[src/rtl/slave_state_machine_defs.svh]
// Shared encodings, CRC constants and timing constants of the slave state machine
`ifndef SLAVE_STATE_MACHINE_DEFS_SVH
`define SLAVE_STATE_MACHINE_DEFS_SVH
`define REQ_POWER_ON        3'h1
`define REQ_MAILBOX_ONLY    3'h2
`define REQ_FW_UPDATE       3'h3
`define REQ_INPUTS_LIVE     3'h4
`define REQ_FULL_RUN        3'h5
`define ERR_NONE            4'h0
`define ERR_BAD_TRANSITION  4'h1
`define ERR_MAILBOX_CFG     4'h2
`define ERR_PD_CFG          4'h3
`define ERR_CLOCK_CFG       4'h4
`define ERR_BAD_REQUEST     4'h5
`define CLK_PERIOD_NS       100
`define NS_PER_TICK         `CLK_PERIOD_NS
`define CLOCK_TOL_NS        100
`define CRC32_POLY          32'h04c11db7
`define CRC32_INIT          32'hffffffff
`define CRC32_RESIDUE       32'hc704dd7b
`define FTM_PROTOCOL        4'h4
`endif

[src/rtl/slave_state_machine_pkg.sv]
// Types shared by the slave state machine modules
package slave_state_machine_pkg;
  typedef enum logic [2:0] {
    power_on_state,
    mailbox_only_state,
    inputs_live_state,
    full_run_state,
    firmware_update_state
  } sm_state_t;
endpackage : slave_state_machine_pkg

[src/rtl/frame_check_if.sv]
// Frame byte stream and check results between the state machine and the CRC checker
`timescale 1ns/1ns
interface frame_check_if;
  logic       byte_valid;
  logic [7:0] byte_data;
  logic       frame_end;
  logic       frame_done;
  logic       frame_ok;
  modport checker_side (input byte_valid, input byte_data, input frame_end, output frame_done, output frame_ok);
  modport user_side (output byte_valid, output byte_data, output frame_end, input frame_done, input frame_ok);
endinterface : frame_check_if

[src/rtl/frame_crc_checker.sv]
// CRC-32 check of one received frame stream
`timescale 1ns/1ns
`include "slave_state_machine_defs.svh"
module frame_crc_checker
(
  input  wire logic        i_clk,
  input  wire logic        i_rst,
  frame_check_if.checker_side fc
);
  logic [31:0] crc_reg;
  logic [31:0] crc_next;
  logic        done_reg;
  logic        ok_reg;

  function automatic logic [31:0] crc_byte(input logic [31:0] c, input logic [7:0] d);
    logic [31:0] r;
    r = c;
    for (int i = 0; i < 8; i++)
    begin
      if (r[31] ^ d[i])
        r = {r[30:0], 1'b0} ^ `CRC32_POLY;
      else
        r = {r[30:0], 1'b0};
    end
    return r;
  endfunction : crc_byte

  always_comb
  begin
    crc_next = fc.byte_valid ? crc_byte(crc_reg, fc.byte_data) : crc_reg;
  end

  // Frame's trailing CRC bytes are fed too, so a clean frame ends on the fixed residue
  always_ff @(posedge i_clk)
  begin
    if (i_rst || fc.frame_end)
      crc_reg <= `CRC32_INIT;
    else
      crc_reg <= crc_next;
  end

  always_ff @(posedge i_clk)
  begin
    if (i_rst)
    begin
      done_reg <= 1'b0;
      ok_reg   <= 1'b0;
    end
    else
    begin
      done_reg <= fc.frame_end;
      if (fc.frame_end)
        ok_reg <= (crc_next == `CRC32_RESIDUE);
    end
  end

  assign fc.frame_done = done_reg;
  assign fc.frame_ok   = ok_reg;
endmodule : frame_crc_checker

[src/rtl/slave_state_machine.sv]
// Slave application-layer state machine with gating, local clock and error counters
// Function
// - Power-up enters power_on_state; no mailbox, no process data
// - Mailbox config checked before entering mailbox_only_state
// - mailbox_only_state: mailbox yes, process data no
// - Process channels and clock checked for inputs_live
// - Inputs copied to memory before inputs_live acknowledge; here the write and the acknowledge assert in the same cycle
// - inputs_live: both exchanges, inputs refresh, outputs safe; here outputs follow master data when i_watchdog_en is low
// - Watchdog forces safe outputs unless monitoring disabled; here only in inputs_live, full_run always drives master data
// - full_run: outputs follow master data, both exchanges
// - Firmware update entered only from power_on_state
// - Firmware update: only file transfer mailbox allowed
// - 64-bit nanosecond local clock, zero at 2000
// - Reduced build keeps only lower 32 clock bits
// - Clock corrections applied, deviation kept below 100 ns; here every correction is applied in full and o_clock_in_tol only flags one under 100 ns
// - Every frame checked by 32-bit CRC
// - Separate error counter per transmission segment
`timescale 1ns/1ns
`include "slave_state_machine_defs.svh"
module slave_state_machine
#(
  parameter int IO_W      = 16,
  parameter int CLOCK_W   = 64,
  parameter int SEGMENTS  = 2,
  parameter int ERR_CNT_W = 8
)
(
  input  wire logic                  i_clk,
  input  wire logic                  i_rst,
  input  wire logic                  i_req_valid,
  input  wire logic [2:0]            i_req_state,
  input  wire logic                  i_mbx_cfg_ok,
  input  wire logic                  i_pd_cfg_ok,
  input  wire logic                  i_clock_used,
  input  wire logic                  i_clock_cfg_ok,
  input  wire logic                  i_mbx_req,
  input  wire logic [3:0]            i_mbx_protocol,
  input  wire logic                  i_pd_req,
  input  wire logic [IO_W-1:0]       i_inputs,
  input  wire logic [IO_W-1:0]       i_master_outputs,
  input  wire logic [IO_W-1:0]       i_safe_outputs,
  input  wire logic                  i_watchdog_en,
  input  wire logic                  i_clock_load,
  input  wire logic [CLOCK_W-1:0]    i_clock_load_value,
  input  wire logic                  i_clock_adj_valid,
  input  wire logic signed [15:0]    i_clock_adj_ns,
  input  wire logic                  i_byte_valid,
  input  wire logic [7:0]            i_byte_data,
  input  wire logic                  i_frame_end,
  input  wire logic [$clog2(SEGMENTS)-1:0] i_segment,
  input  wire logic                  i_err_clear,
  output logic [2:0]                 o_state,
  output logic                       o_req_ack,
  output logic                       o_req_err,
  output logic [3:0]                 o_err_code,
  output logic                       o_mbx_accept,
  output logic                       o_mbx_reject,
  output logic                       o_pd_accept,
  output logic                       o_pd_reject,
  output logic                       o_dpm_we,
  output logic [IO_W-1:0]            o_dpm_wdata,
  output logic [IO_W-1:0]            o_outputs,
  output logic [CLOCK_W-1:0]         o_local_time,
  output logic                       o_clock_in_tol,
  output logic                       o_frame_err,
  output logic [SEGMENTS*ERR_CNT_W-1:0] o_err_counts
);
  slave_state_machine_pkg::sm_state_t state_reg;
  slave_state_machine_pkg::sm_state_t state_next;
  logic                     ack_reg;
  logic                     err_reg;
  logic [3:0]               err_code_reg;
  logic [3:0]               err_code_next;
  logic                     go;
  logic                     dpm_we_reg;
  logic [IO_W-1:0]          dpm_wdata_reg;
  logic [IO_W-1:0]          outputs_reg;
  logic [CLOCK_W-1:0]       time_reg;
  logic                     tol_reg;
  logic                     frame_err_reg;
  logic [ERR_CNT_W-1:0]     err_cnt_reg [SEGMENTS];
  logic [$clog2(SEGMENTS)-1:0] seg_reg;
  // Sized once here so the signed compare below never depends on macro token pasting
  localparam logic signed [15:0] TOL_NS = 16'(`CLOCK_TOL_NS);

  frame_check_if fc ();
  assign fc.byte_valid = i_byte_valid;
  assign fc.byte_data  = i_byte_data;
  assign fc.frame_end  = i_frame_end;

  frame_crc_checker u_crc
  (
    .i_clk (i_clk),
    .i_rst (i_rst),
    .fc    (fc)
  );

  // Transition checks; the state only moves when every check passes
  always_comb
  begin
    state_next    = state_reg;
    err_code_next = `ERR_NONE;
    go            = 1'b0;
    case (i_req_state)
      `REQ_POWER_ON:
        go = 1'b1;
      `REQ_MAILBOX_ONLY:
      begin
        if (state_reg == slave_state_machine_pkg::power_on_state)
        begin
          if (i_mbx_cfg_ok)
            go = 1'b1;
          else
            err_code_next = `ERR_MAILBOX_CFG;
        end
        else if (state_reg == slave_state_machine_pkg::inputs_live_state ||
                 state_reg == slave_state_machine_pkg::full_run_state ||
                 state_reg == slave_state_machine_pkg::mailbox_only_state)
          go = 1'b1;
        else
          err_code_next = `ERR_BAD_TRANSITION;
      end
      `REQ_FW_UPDATE:
      begin
        if (state_reg == slave_state_machine_pkg::power_on_state ||
            state_reg == slave_state_machine_pkg::firmware_update_state)
          go = 1'b1;
        else
          err_code_next = `ERR_BAD_TRANSITION;
      end
      `REQ_INPUTS_LIVE:
      begin
        if (state_reg == slave_state_machine_pkg::mailbox_only_state)
        begin
          if (!i_pd_cfg_ok)
            err_code_next = `ERR_PD_CFG;
          else if (i_clock_used && !i_clock_cfg_ok)
            err_code_next = `ERR_CLOCK_CFG;
          else
            go = 1'b1;
        end
        else if (state_reg == slave_state_machine_pkg::full_run_state ||
                 state_reg == slave_state_machine_pkg::inputs_live_state)
          go = 1'b1;
        else
          err_code_next = `ERR_BAD_TRANSITION;
      end
      `REQ_FULL_RUN:
      begin
        if (state_reg == slave_state_machine_pkg::inputs_live_state ||
            state_reg == slave_state_machine_pkg::full_run_state)
          go = 1'b1;
        else
          err_code_next = `ERR_BAD_TRANSITION;
      end
      default:
        err_code_next = `ERR_BAD_REQUEST;
    endcase
    if (go)
    begin
      case (i_req_state)
        `REQ_POWER_ON:     state_next = slave_state_machine_pkg::power_on_state;
        `REQ_MAILBOX_ONLY: state_next = slave_state_machine_pkg::mailbox_only_state;
        `REQ_FW_UPDATE:    state_next = slave_state_machine_pkg::firmware_update_state;
        `REQ_INPUTS_LIVE:  state_next = slave_state_machine_pkg::inputs_live_state;
        `REQ_FULL_RUN:     state_next = slave_state_machine_pkg::full_run_state;
        default:           state_next = state_reg;
      endcase
    end
  end

  always_ff @(posedge i_clk)
  begin
    if (i_rst)
      state_reg <= slave_state_machine_pkg::power_on_state;
    else if (i_req_valid && go)
      state_reg <= state_next;
  end

  // Error flag holds until the next accepted request so the master can read it
  always_ff @(posedge i_clk)
  begin
    if (i_rst)
    begin
      ack_reg      <= 1'b0;
      err_reg      <= 1'b0;
      err_code_reg <= `ERR_NONE;
    end
    else
    begin
      ack_reg <= i_req_valid && go;
      if (i_req_valid && !go)
      begin
        err_reg      <= 1'b1;
        err_code_reg <= err_code_next;
      end
      else if (i_req_valid)
      begin
        err_reg      <= 1'b0;
        err_code_reg <= `ERR_NONE;
      end
    end
  end

  // Input snapshot written in the accepting cycle, so it appears in the same cycle as the acknowledge
  always_ff @(posedge i_clk)
  begin
    if (i_rst)
    begin
      dpm_we_reg    <= 1'b0;
      dpm_wdata_reg <= '0;
    end
    else
    begin
      dpm_we_reg <= (i_req_valid && go && i_req_state == `REQ_INPUTS_LIVE) ||
                    state_reg == slave_state_machine_pkg::inputs_live_state ||
                    state_reg == slave_state_machine_pkg::full_run_state;
      dpm_wdata_reg <= i_inputs;
    end
  end

  always_ff @(posedge i_clk)
  begin
    if (i_rst)
      outputs_reg <= '0;
    else
    begin
      case (state_reg)
        slave_state_machine_pkg::full_run_state:
          outputs_reg <= i_master_outputs;
        slave_state_machine_pkg::inputs_live_state:
          outputs_reg <= i_watchdog_en ? i_safe_outputs : i_master_outputs;
        default:
          outputs_reg <= i_safe_outputs;
      endcase
    end
  end

  // Traffic gating per state
  always_comb
  begin
    o_mbx_accept = 1'b0;
    o_pd_accept  = 1'b0;
    case (state_reg)
      slave_state_machine_pkg::power_on_state:
      begin
        o_mbx_accept = 1'b0;
        o_pd_accept  = 1'b0;
      end
      slave_state_machine_pkg::mailbox_only_state:
        o_mbx_accept = i_mbx_req;
      slave_state_machine_pkg::inputs_live_state,
      slave_state_machine_pkg::full_run_state:
      begin
        o_mbx_accept = i_mbx_req;
        o_pd_accept  = i_pd_req;
      end
      slave_state_machine_pkg::firmware_update_state:
        o_mbx_accept = i_mbx_req && i_mbx_protocol == `FTM_PROTOCOL;
      default:
      begin
        o_mbx_accept = 1'b0;
        o_pd_accept  = 1'b0;
      end
    endcase
    o_mbx_reject = i_mbx_req && !o_mbx_accept;
    o_pd_reject  = i_pd_req && !o_pd_accept;
  end

  // Local clock: a 32-bit build simply wraps after about 4.3 s
  always_ff @(posedge i_clk)
  begin
    if (i_rst)
      time_reg <= '0;
    else if (i_clock_load)
      time_reg <= i_clock_load_value;
    else if (i_clock_adj_valid)
      time_reg <= time_reg + CLOCK_W'(`NS_PER_TICK) + CLOCK_W'(i_clock_adj_ns);
    else
      time_reg <= time_reg + CLOCK_W'(`NS_PER_TICK);
  end

  always_ff @(posedge i_clk)
  begin
    if (i_rst)
      tol_reg <= 1'b0;
    else if (i_clock_adj_valid)
      tol_reg <= (i_clock_adj_ns < TOL_NS) && (i_clock_adj_ns > -TOL_NS);
  end

  // Counters saturate so a degraded segment never looks healthy after a wrap
  always_ff @(posedge i_clk)
  begin
    if (i_rst)
    begin
      seg_reg       <= '0;
      frame_err_reg <= 1'b0;
      for (int s = 0; s < SEGMENTS; s++)
        err_cnt_reg[s] <= '0;
    end
    else
    begin
      if (i_frame_end)
        seg_reg <= i_segment;
      frame_err_reg <= fc.frame_done && !fc.frame_ok;
      for (int s = 0; s < SEGMENTS; s++)
      begin
        if (fc.frame_done && !fc.frame_ok && seg_reg == s[$clog2(SEGMENTS)-1:0] &&
            err_cnt_reg[s] != '1)
          err_cnt_reg[s] <= err_cnt_reg[s] + 1'b1;
        else if (i_err_clear)
          err_cnt_reg[s] <= '0;
      end
    end
  end

  always_comb
  begin
    for (int s = 0; s < SEGMENTS; s++)
      o_err_counts[s*ERR_CNT_W +: ERR_CNT_W] = err_cnt_reg[s];
  end

  assign o_state        = state_reg;
  assign o_req_ack      = ack_reg;
  assign o_req_err      = err_reg;
  assign o_err_code     = err_code_reg;
  assign o_dpm_we       = dpm_we_reg;
  assign o_dpm_wdata    = dpm_wdata_reg;
  assign o_outputs      = outputs_reg;
  assign o_local_time   = time_reg;
  assign o_clock_in_tol = tol_reg;
  assign o_frame_err    = frame_err_reg;
endmodule : slave_state_machine

[config.mk]
export PLATFORM = sky130hd
export DESIGN_NAME = slave_state_machine
export DESIGN_NICKNAME = d
export VERILOG_FILES = /design/src/rtl/slave_state_machine_pkg.sv /design/src/rtl/frame_check_if.sv /design/src/rtl/frame_crc_checker.sv /design/src/rtl/slave_state_machine.sv
export VERILOG_INCLUDE_DIRS = /design/src /design/src/rtl
export SDC_FILE = /design/constraint.sdc
export NUM_CORES = 1
export LEC_CHECK = 0
export BUFFER_PORTS_ARGS = -buffer_cell sky130_fd_sc_hd__buf_4
export CAP_MARGIN = 25
export CORE_MARGIN = 2
export CORE_UTILIZATION = 56
export CTS_CLUSTER_SIZE = 24
export DETAILED_ROUTE_END_ITERATION = 7
export GPL_ROUTABILITY_DRIVEN = 0
export GPL_TIMING_DRIVEN = 0
export PLACE_DENSITY_LB_ADDON = 0.25
export SYNTH_ARGS = -nofsm -noshare
export SYNTH_HDL_FRONTEND = slang
export SYNTH_HIERARCHICAL = 1
export SYNTH_SLANG_ARGS = --single-unit
[constraint.sdc]
create_clock -name i_clk -period 4.9 [get_ports i_clk]
set_input_delay 0.245 -clock i_clk [delete_from_list [all_inputs] [get_ports i_clk]]
set_output_delay 0.245 -clock i_clk [all_outputs]
set_load 0.01 [all_outputs]
==> impl_metrics.py, run 1 <==
metrics = {
    "status": {
        "outcome": "complete, no violations",
    },
    "clocking": {
        "htree_levels": 4,
        "clkTransAtPathRegs_ns": 0.07,
        "clockBufferDepth": 2,
        "cts_tree": "yes",
        "clkLatencyLatePin_ns": 0.44,
        "cts_root_buffer": "clkbuf_16",
        "clock-sinks": 158,
        "hold_buffers": 0,
        "cts_buffers": 17,
    },
    "global_routing": {
        "grt_pass1_wl_um": 67500,
        "grt_max_degree": 58,
        "grt_pass1_vias": 12963,
        "grt_usage_pct": 35.2,
        "met3_usage_pct": 7.74,
        "grt.busiest_layer": "met2",
        "grt_use_met1_pct": 45.2,
        "grt_use_met2_pct": 56.0,
        "overflow": 0,
        "antenna_found_initial": 1,
    },
    "layout": {
        "drive_above_1_share_pct": 22.2,
        "layout_common_cells": "291 x buf_4, 198 x nand2_1, 168 x nor2_1",
        "layout_commonest_cell": "buf_4",
        "syn2layout_area_growth_pct": 25.5,
        "largest_register_ffs": 64,
        "nNetsFinal": 2160,
        "fillers": 1804,
        "final_core_util_pct": 71.3,
        "multi_input_area_um2": 9190,
        "ff_latch_area_um2": 3250,
    },
    "synthesis": {
        "syn_inst": 1624,
        "synth_top_flop_cell": "dfxtp_1",
        "yosysTopAreaCellShare_pct": 23.4,
        "async_reset_ff_share_pct": 0,
        "yosys_warnings": 6,
        "ys_seq_area_share_pct": 25.3,
        "synth.distinct_cells": 99,
        "synth_nets": 1857,
        "synth_edf_count": 8,
        "synth.avg_cell_area_um2": 7.90,
        "syn_area_um2": 12800,
        "yosys.area.top_type": "dfxtp_1",
        "ys_seq_elements": 158,
        "yosys-top-cells-area": "dfxtp_1 23%, xnor2_1 7.4%, ha_1 7.1%, nand2_1 5.8%, a21oi_1 5.6%",
    },
    "die": {
        "initial_core_util_pct": 56.8,
        "die_h_um": 155,
        "rows": 55,
        "die_x_um": 155,
        "coreArea_um2": 22600,
        "ioPinCount": 287,
        "die_area_um2": 24100,
    },
    "min_path": {
        "min_path_type": "input pin to register",
        "whs_path_depth": 2,
        "min_to": "o_dpm_wdata[10]",
        "hold_start": "i_inputs[10]",
    },
    "route": {
        "wl_um": 44500,
        "num_vias": 13858,
        "drc_errors": 0,
        "vias_per_cell": 6.22,
        "drtIter0Drc": 1745,
        "ant_nets": 0,
        "drt_pre_antenna_iters": 5,
        "detail_route.wl_per_cell_um": 20.0,
    },
    "power_and_ir_drop": {
        "ir_drop_uv": 233,
        "power_density_nw_per_um2": 304,
        "p_leak_nw": 7.15,
    },
    "setup_path": {
        "rr_endpoint": "o_local_time[63]",
        "path_max_fanout": 6,
        "r2r_slack_ns": 0.09,
        "cp-end-kind": "register",
        "r2r_cells": 19,
        "start_kind": "register",
        "timing.rr.start": "o_local_time[22]",
        "worstPathRequired_ns": 5.27,
        "crit_type": "register to register",
        "cp.arrival_ns": 5.18,
    },
    "sta": {
        "slew-limit-headroom_pct": 24.4,
        "final-setup-viol-count": 0,
        "rsz0062_at_grt": "yes",
        "min_period_over_period_pct": 98.1,
        "finalHoldViolCount": 0,
        "min_period_ns": 4.81,
        "finalMaxSlewViolations": 0,
        "layout_setup_ws_ns": 0.0946,
        "fmax_mhz": 208,
        "skew_ns": 0.00978,
        "worst_pin_slew_ns": 1.13,
    },
    "place": {
        "post-dp-hpwl_um": 33400,
        "pre_cts_ws_ns": -0.477,
        "io_buffers": 281,
    },
    "run": {
        "max_cap_violations": 0,
    },
}
[synth_stat cells, types with 6 or more instances]
| cell type | count |
|---|---|
| a31oi_1 | 9 |
| dfxtp_1 | 150 |
| inv_1 | 37 |
| a21o_1 | 39 |
| o21ai_0 | 76 |
| nand2b_1 | 12 |
| a311oi_1 | 9 |
| o211ai_1 | 13 |
| or3_1 | 8 |
| nand3_1 | 52 |
| o21bai_1 | 18 |
| a211o_1 | 6 |
| xor2_1 | 56 |
| xnor2_2 | 9 |
| mux2i_1 | 34 |
| nor4_1 | 11 |
| o22ai_1 | 18 |
| a21oi_1 | 143 |
| ha_1 | 73 |
| nor2_1 | 171 |
| nor3_1 | 28 |
| clkbuf_8 | 9 |
| nor2b_1 | 28 |
| nand2_1 | 199 |
| clkbuf_1 | 50 |
| and2_1 | 9 |
| edfxtp_1 | 8 |
| xnor2_1 | 109 |
| a211oi_1 | 36 |
| nand4_1 | 34 |
| and3_1 | 26 |
[metal layers]
metal	vias up	wire length, µm
li1	6427	-
met1	6373	17800
met2	894	20000
met3	164	4720
met4	0	2060
met5	-	0
[timing repair]
| item | 4_1_cts | 5_1_grt |
|---|---|---|
| setup endpoints to repair | 8 | 15 |
| resized for setup | 12 | 35 |
| pin swaps | 2 | 10 |
| endpoints found under the hold margin | 0 | 0 |
| setup buffers | 1 | 5 |
[report_power, final]
part / total [mW] / internal (mW) / switching, mW
combinational: 2.07 / 0.931 / 1.14
clock: 1.30 / 0.668 / 0.632
sequential: 1.52 / 1.40 / 0.120
total: 4.89 / 3.00 / 1.89
[critical path, cell delays in order (launching register included)]
cell       delay [ns]
dfxtp_1          0.40
nand2_1          0.12
nor4_4           0.37
nand3_2          0.20
nor2_4           0.18
and3_4           0.24
and2_1           0.19
nand4_1          0.18
xnor2_2          0.25
ha_2             0.35
a21oi_1          0.17
o21ai_0          0.13
a31oi_1          0.26
o221ai_2         0.18
a2111oi_4        0.37
o21ai_2          0.13
a221o_1          0.36
xor2_1           0.16
a2111o_1         0.43
nand3_1          0.06
[how the worst max path moves through the flow]
stage	from	endpoint	slack [ns]	depth (start not counted)
floorplan	o_local_time[17]	o_local_time[60]	0.54	17
detailed placement	o_local_time[2]	o_local_time[63]	-0.48	21
global route	o_local_time[19]	o_local_time[63]	-0.09	19
finish	o_local_time[22]	o_local_time[63]	0.09	19
global placement	o_local_time[2]	o_local_time[63]	-0.48	21
CTS	o_local_time[2]	o_local_time[52]	0.004	18
[final cells by class]
cell class | instances | share of cell area [%]
multi-input cells | 1348 | 57.1
flip-flops and latches | 158 | 20.2
repair buffers | 287 | 13.4
plain buffers | 76 | 2.80
clock buffers | 18 | 2.67
well taps | 285 | 2.21
inverters | 39 | 0.909
clock inverters | 14 | 0.738
diodes | 2 | 0.0311
[through the flow]
step           instances  total power, mW  hold WS [ns]  setup TNS, ns  instance area, µm²
2_1_floorplan       1624             2.93         0.328              0               12800
3_3_place_gp        2190             3.46         0.453         -0.932               15300
3_5_place_dp        2190             3.50         0.459          -1.10               15300
4_1_cts             2223             4.81        0.0115              0               15900
5_1_grt             2226             5.11        0.0114         -0.111               16100
6_report            2227             4.89        0.0173              0               16100
[logic make-up after synthesis]
kind of cell | share of synthesized area [%]
adder cells (fa/ha/maj) | 7.28
buffers and inverters | 4.74
XOR/XNOR | 15.0
other | 0.0292
AND/OR/NAND/NOR | 22.8
multiplexers | 3.12
flip-flops | 25.3
AO/OA/AOI/OAI | 21.7
(Power assumes the default switching activity.)
==> run 2, diff against run 1 <==
- CORE_UTILIZATION: 56 -> 57
- CTS_BUF_LIST: not set -> sky130_fd_sc_hd__clkbuf_8
- clock period: 4.9 -> 5.3 ns (I/O delays scaled with it)
==> run 2 against run 1 <==
  * Clock skew up 0.0052 ns
  * Largest cell class unchanged
  * Clock power down 19%
  * Flip-flop and latch count unchanged
  * Critical endpoint is now o_local_time[61]
  * Via count up 1.1%
  * Combinational power down 8%
  * Count of clock-buffer cells in the layout unchanged
  * Critical path depth down 2
  * Non-clock buffer count up 9
  * Routed wire length up 2.2%
  * Register-to-register slack better by 0.13 ns
  * Fmax down 5.4%
  * Total power down 11%
==> impl_metrics.py, run 2 (same netlist as run 1, synthesis figures left out) <==
metrics = {
    "sta": {
        "final-setup-viol-count": 0,
        "min_period_ns": 5.08,
        "layout_setup_ws_ns": 0.220,
        "skew_ns": 0.0150,
        "finalMaxSlewViolations": 0,
        "fmax_mhz": 197,
        "finalHoldViolCount": 0,
        "worst_pin_slew_ns": 1.06,
        "timing.hold.ws_ns": 0.00698,
        "min_period_over_period_pct": 95.8,
        "slew-limit-headroom_pct": 29.4,
    },
    "die": {
        "die_x_um": 154,
        "ioPinCount": 287,
        "initial_core_util_pct": 58.4,
        "die_h_um": 154,
        "coreArea_um2": 22000,
        "rows": 54,
        "die_area_um2": 23700,
    },
    "layout": {
        "layout.cells.non_filler": 2229,
        "fillers": 1752,
        "antennaDiodeCount": 0,
        "drive_above_1_share_pct": 20.9,
        "largest_register_ffs": 64,
        "layout_common_cells": "287 x buf_4, 199 x nand2_1, 168 x nor2_1",
        "layout_commonest_cell": "buf_4",
        "syn2layout_area_growth_pct": 24.0,
        "ff_latch_area_um2": 3250,
        "multi_input_area_um2": 9030,
        "nNetsFinal": 2169,
    },
    "route": {
        "wl_met1_um": 17300,
        "drc_errors": 0,
        "ant_nets": 0,
        "met2_length_um": 20300,
        "wl_um": 45500,
        "wl_met3_um": 5220,
        "maxUsedRoutingLayer": "met4",
        "drtIter0Drc": 1643,
        "vias_per_cell": 6.28,
        "num_vias": 14004,
        "detail_route.wl_per_cell_um": 20.4,
        "drt_pre_antenna_iters": 5,
    },
    "place": {
        "post-place-cells": 2185,
        "post-dp-hpwl_um": 34100,
        "io_buffers": 281,
        "pre_cts_ws_ns": -0.0869,
    },
    "min_path": {
        "hold_start": "i_inputs[4]",
        "whs_path_depth": 2,
        "min_path_type": "input pin to register",
        "min_to": "o_dpm_wdata[4]",
    },
    "status": {
        "outcome": "complete, no violations",
    },
    "power_and_ir_drop": {
        "power_density_nw_per_um2": 274,
        "ir_drop_uv": 169,
        "p_leak_nw": 7.09,
        "power.total_mw": 4.36,
    },
    "setup_path": {
        "cp.arrival_ns": 5.47,
        "worstPathRequired_ns": 5.69,
        "r2r_slack_ns": 0.22,
        "path_max_fanout": 6,
        "start_kind": "register",
        "crit_type": "register to register",
        "timing.rr.start": "o_local_time[8]",
        "r2r_cells": 17,
        "rr_endpoint": "o_local_time[61]",
        "cp-end-kind": "register",
    },
    "global_routing": {
        "grt_usage_pct": 37.2,
        "grt_pass1_vias": 13208,
        "antenna_found_initial": 0,
        "overflow": 0,
        "grt_max_degree": 58,
        "grt_pass1_wl_um": 70300,
    },
    "clocking": {
        "clkLatencyLatePin_ns": 0.48,
        "cts_buffers": 17,
        "clock-sinks": 158,
        "cts_root_buffer": "clkbuf_8",
        "cts_tree": "yes",
        "clkTransAtPathRegs_ns": 0.10,
        "htree_levels": 4,
        "clockBufferDepth": 2,
    },
    "run": {
        "max_cap_violations": 0,
    },
}
-- run 2: cell count changes in the layout (fill, tap and decap cells not counted), moves of 3 or more --
cell	previous run	this run
dfxtp_2	7	3
bufinv_16	0	3
buf_4	291	287
nor4_1	7	10
xnor2_2	12	9
clkbuf_8	9	27
clkbuf_16	17	0
dlygate4sd3_1	0	9
xnor2_1	106	109
dfxtp_1	143	147
-- run 2: power breakdown --
part           total [mW]  switching, mW  internal [mW]
combinational        1.91           1.05          0.857
clock                1.05          0.548          0.498
sequential           1.41          0.112           1.29
-- run 2: critical path: stages, from the launching register on --
cell	delay, ns
dfxtp_1	0.47
nand4_1	0.28
nor2_2	0.24
nand3_2	0.20
or2_2	0.36
nor3_1	0.18
xor2_1	0.13
ha_1	0.43
nand2_1	0.17
nor3_1	0.51
a21oi_1	0.13
nand3_1	0.17
a31oi_4	0.07
a31oi_2	0.38
o21ai_2	0.17
nor4_1	0.48
mux2_2	0.40
a211oi_2	0.20
-- run 2: area by class of cell --
class                           instances  share of cell area [%]
Multi-Input combinational cell       1348                    56.8
Clock buffer                           18                    1.56
Tap cell                              280                    2.20
Inverter                               39                   0.920
Buffer                                 79                    2.90
Sequential cell                       158                    20.4
Timing Repair Buffer                  293                    14.0
Clock inverter                         14                    1.21
-- run 2: metal layers --
layer  vias to the layer above  GRT usage, %
li1                       6433             -
met1                      6454          46.5
met2                       926          59.9
met3                       191          8.03
met4                         0          20.5
met5                         -             0
-- run 2: stage by stage --
stage | TNS [ns] | util, % | cell area [µm²]
floorplan | 0 | - | 12800
detailed placement | -0.0869 | 69.6 | 15300
CTS | 0 | 72.0 | 15800
finish | 0 | 72.4 | 15900
global placement | -0.0107 | 69.6 | 15300
global route | -0.00268 | 72.4 | 15900
-- run 2: worst max-delay path by stage --
stage / from / endpoint / slack (ns)
2_1_floorplan: o_local_time[17] / o_local_time[60] / 0.94
3_3_place_gp: o_local_time[7] / o_local_time[63] / -0.01
6_report: o_local_time[8] / o_local_time[61] / 0.22
4_1_cts: o_local_time[7] / o_local_time[63] / 0.03
5_1_grt: o_local_time[14] / o_local_time[63] / -0.003
3_5_place_dp: o_local_time[7] / o_local_time[63] / -0.09
-- run 2: repair_timing --
item | 4_1_cts | 5_1_grt
gates resized for setup | 2 | 14
setup endpoints to repair | 1 | 10
hold endpoints to repair | 8 | 1
buffers inserted | 0 | 2
pin swaps | 0 | 2
hold buffers | 8 | 1
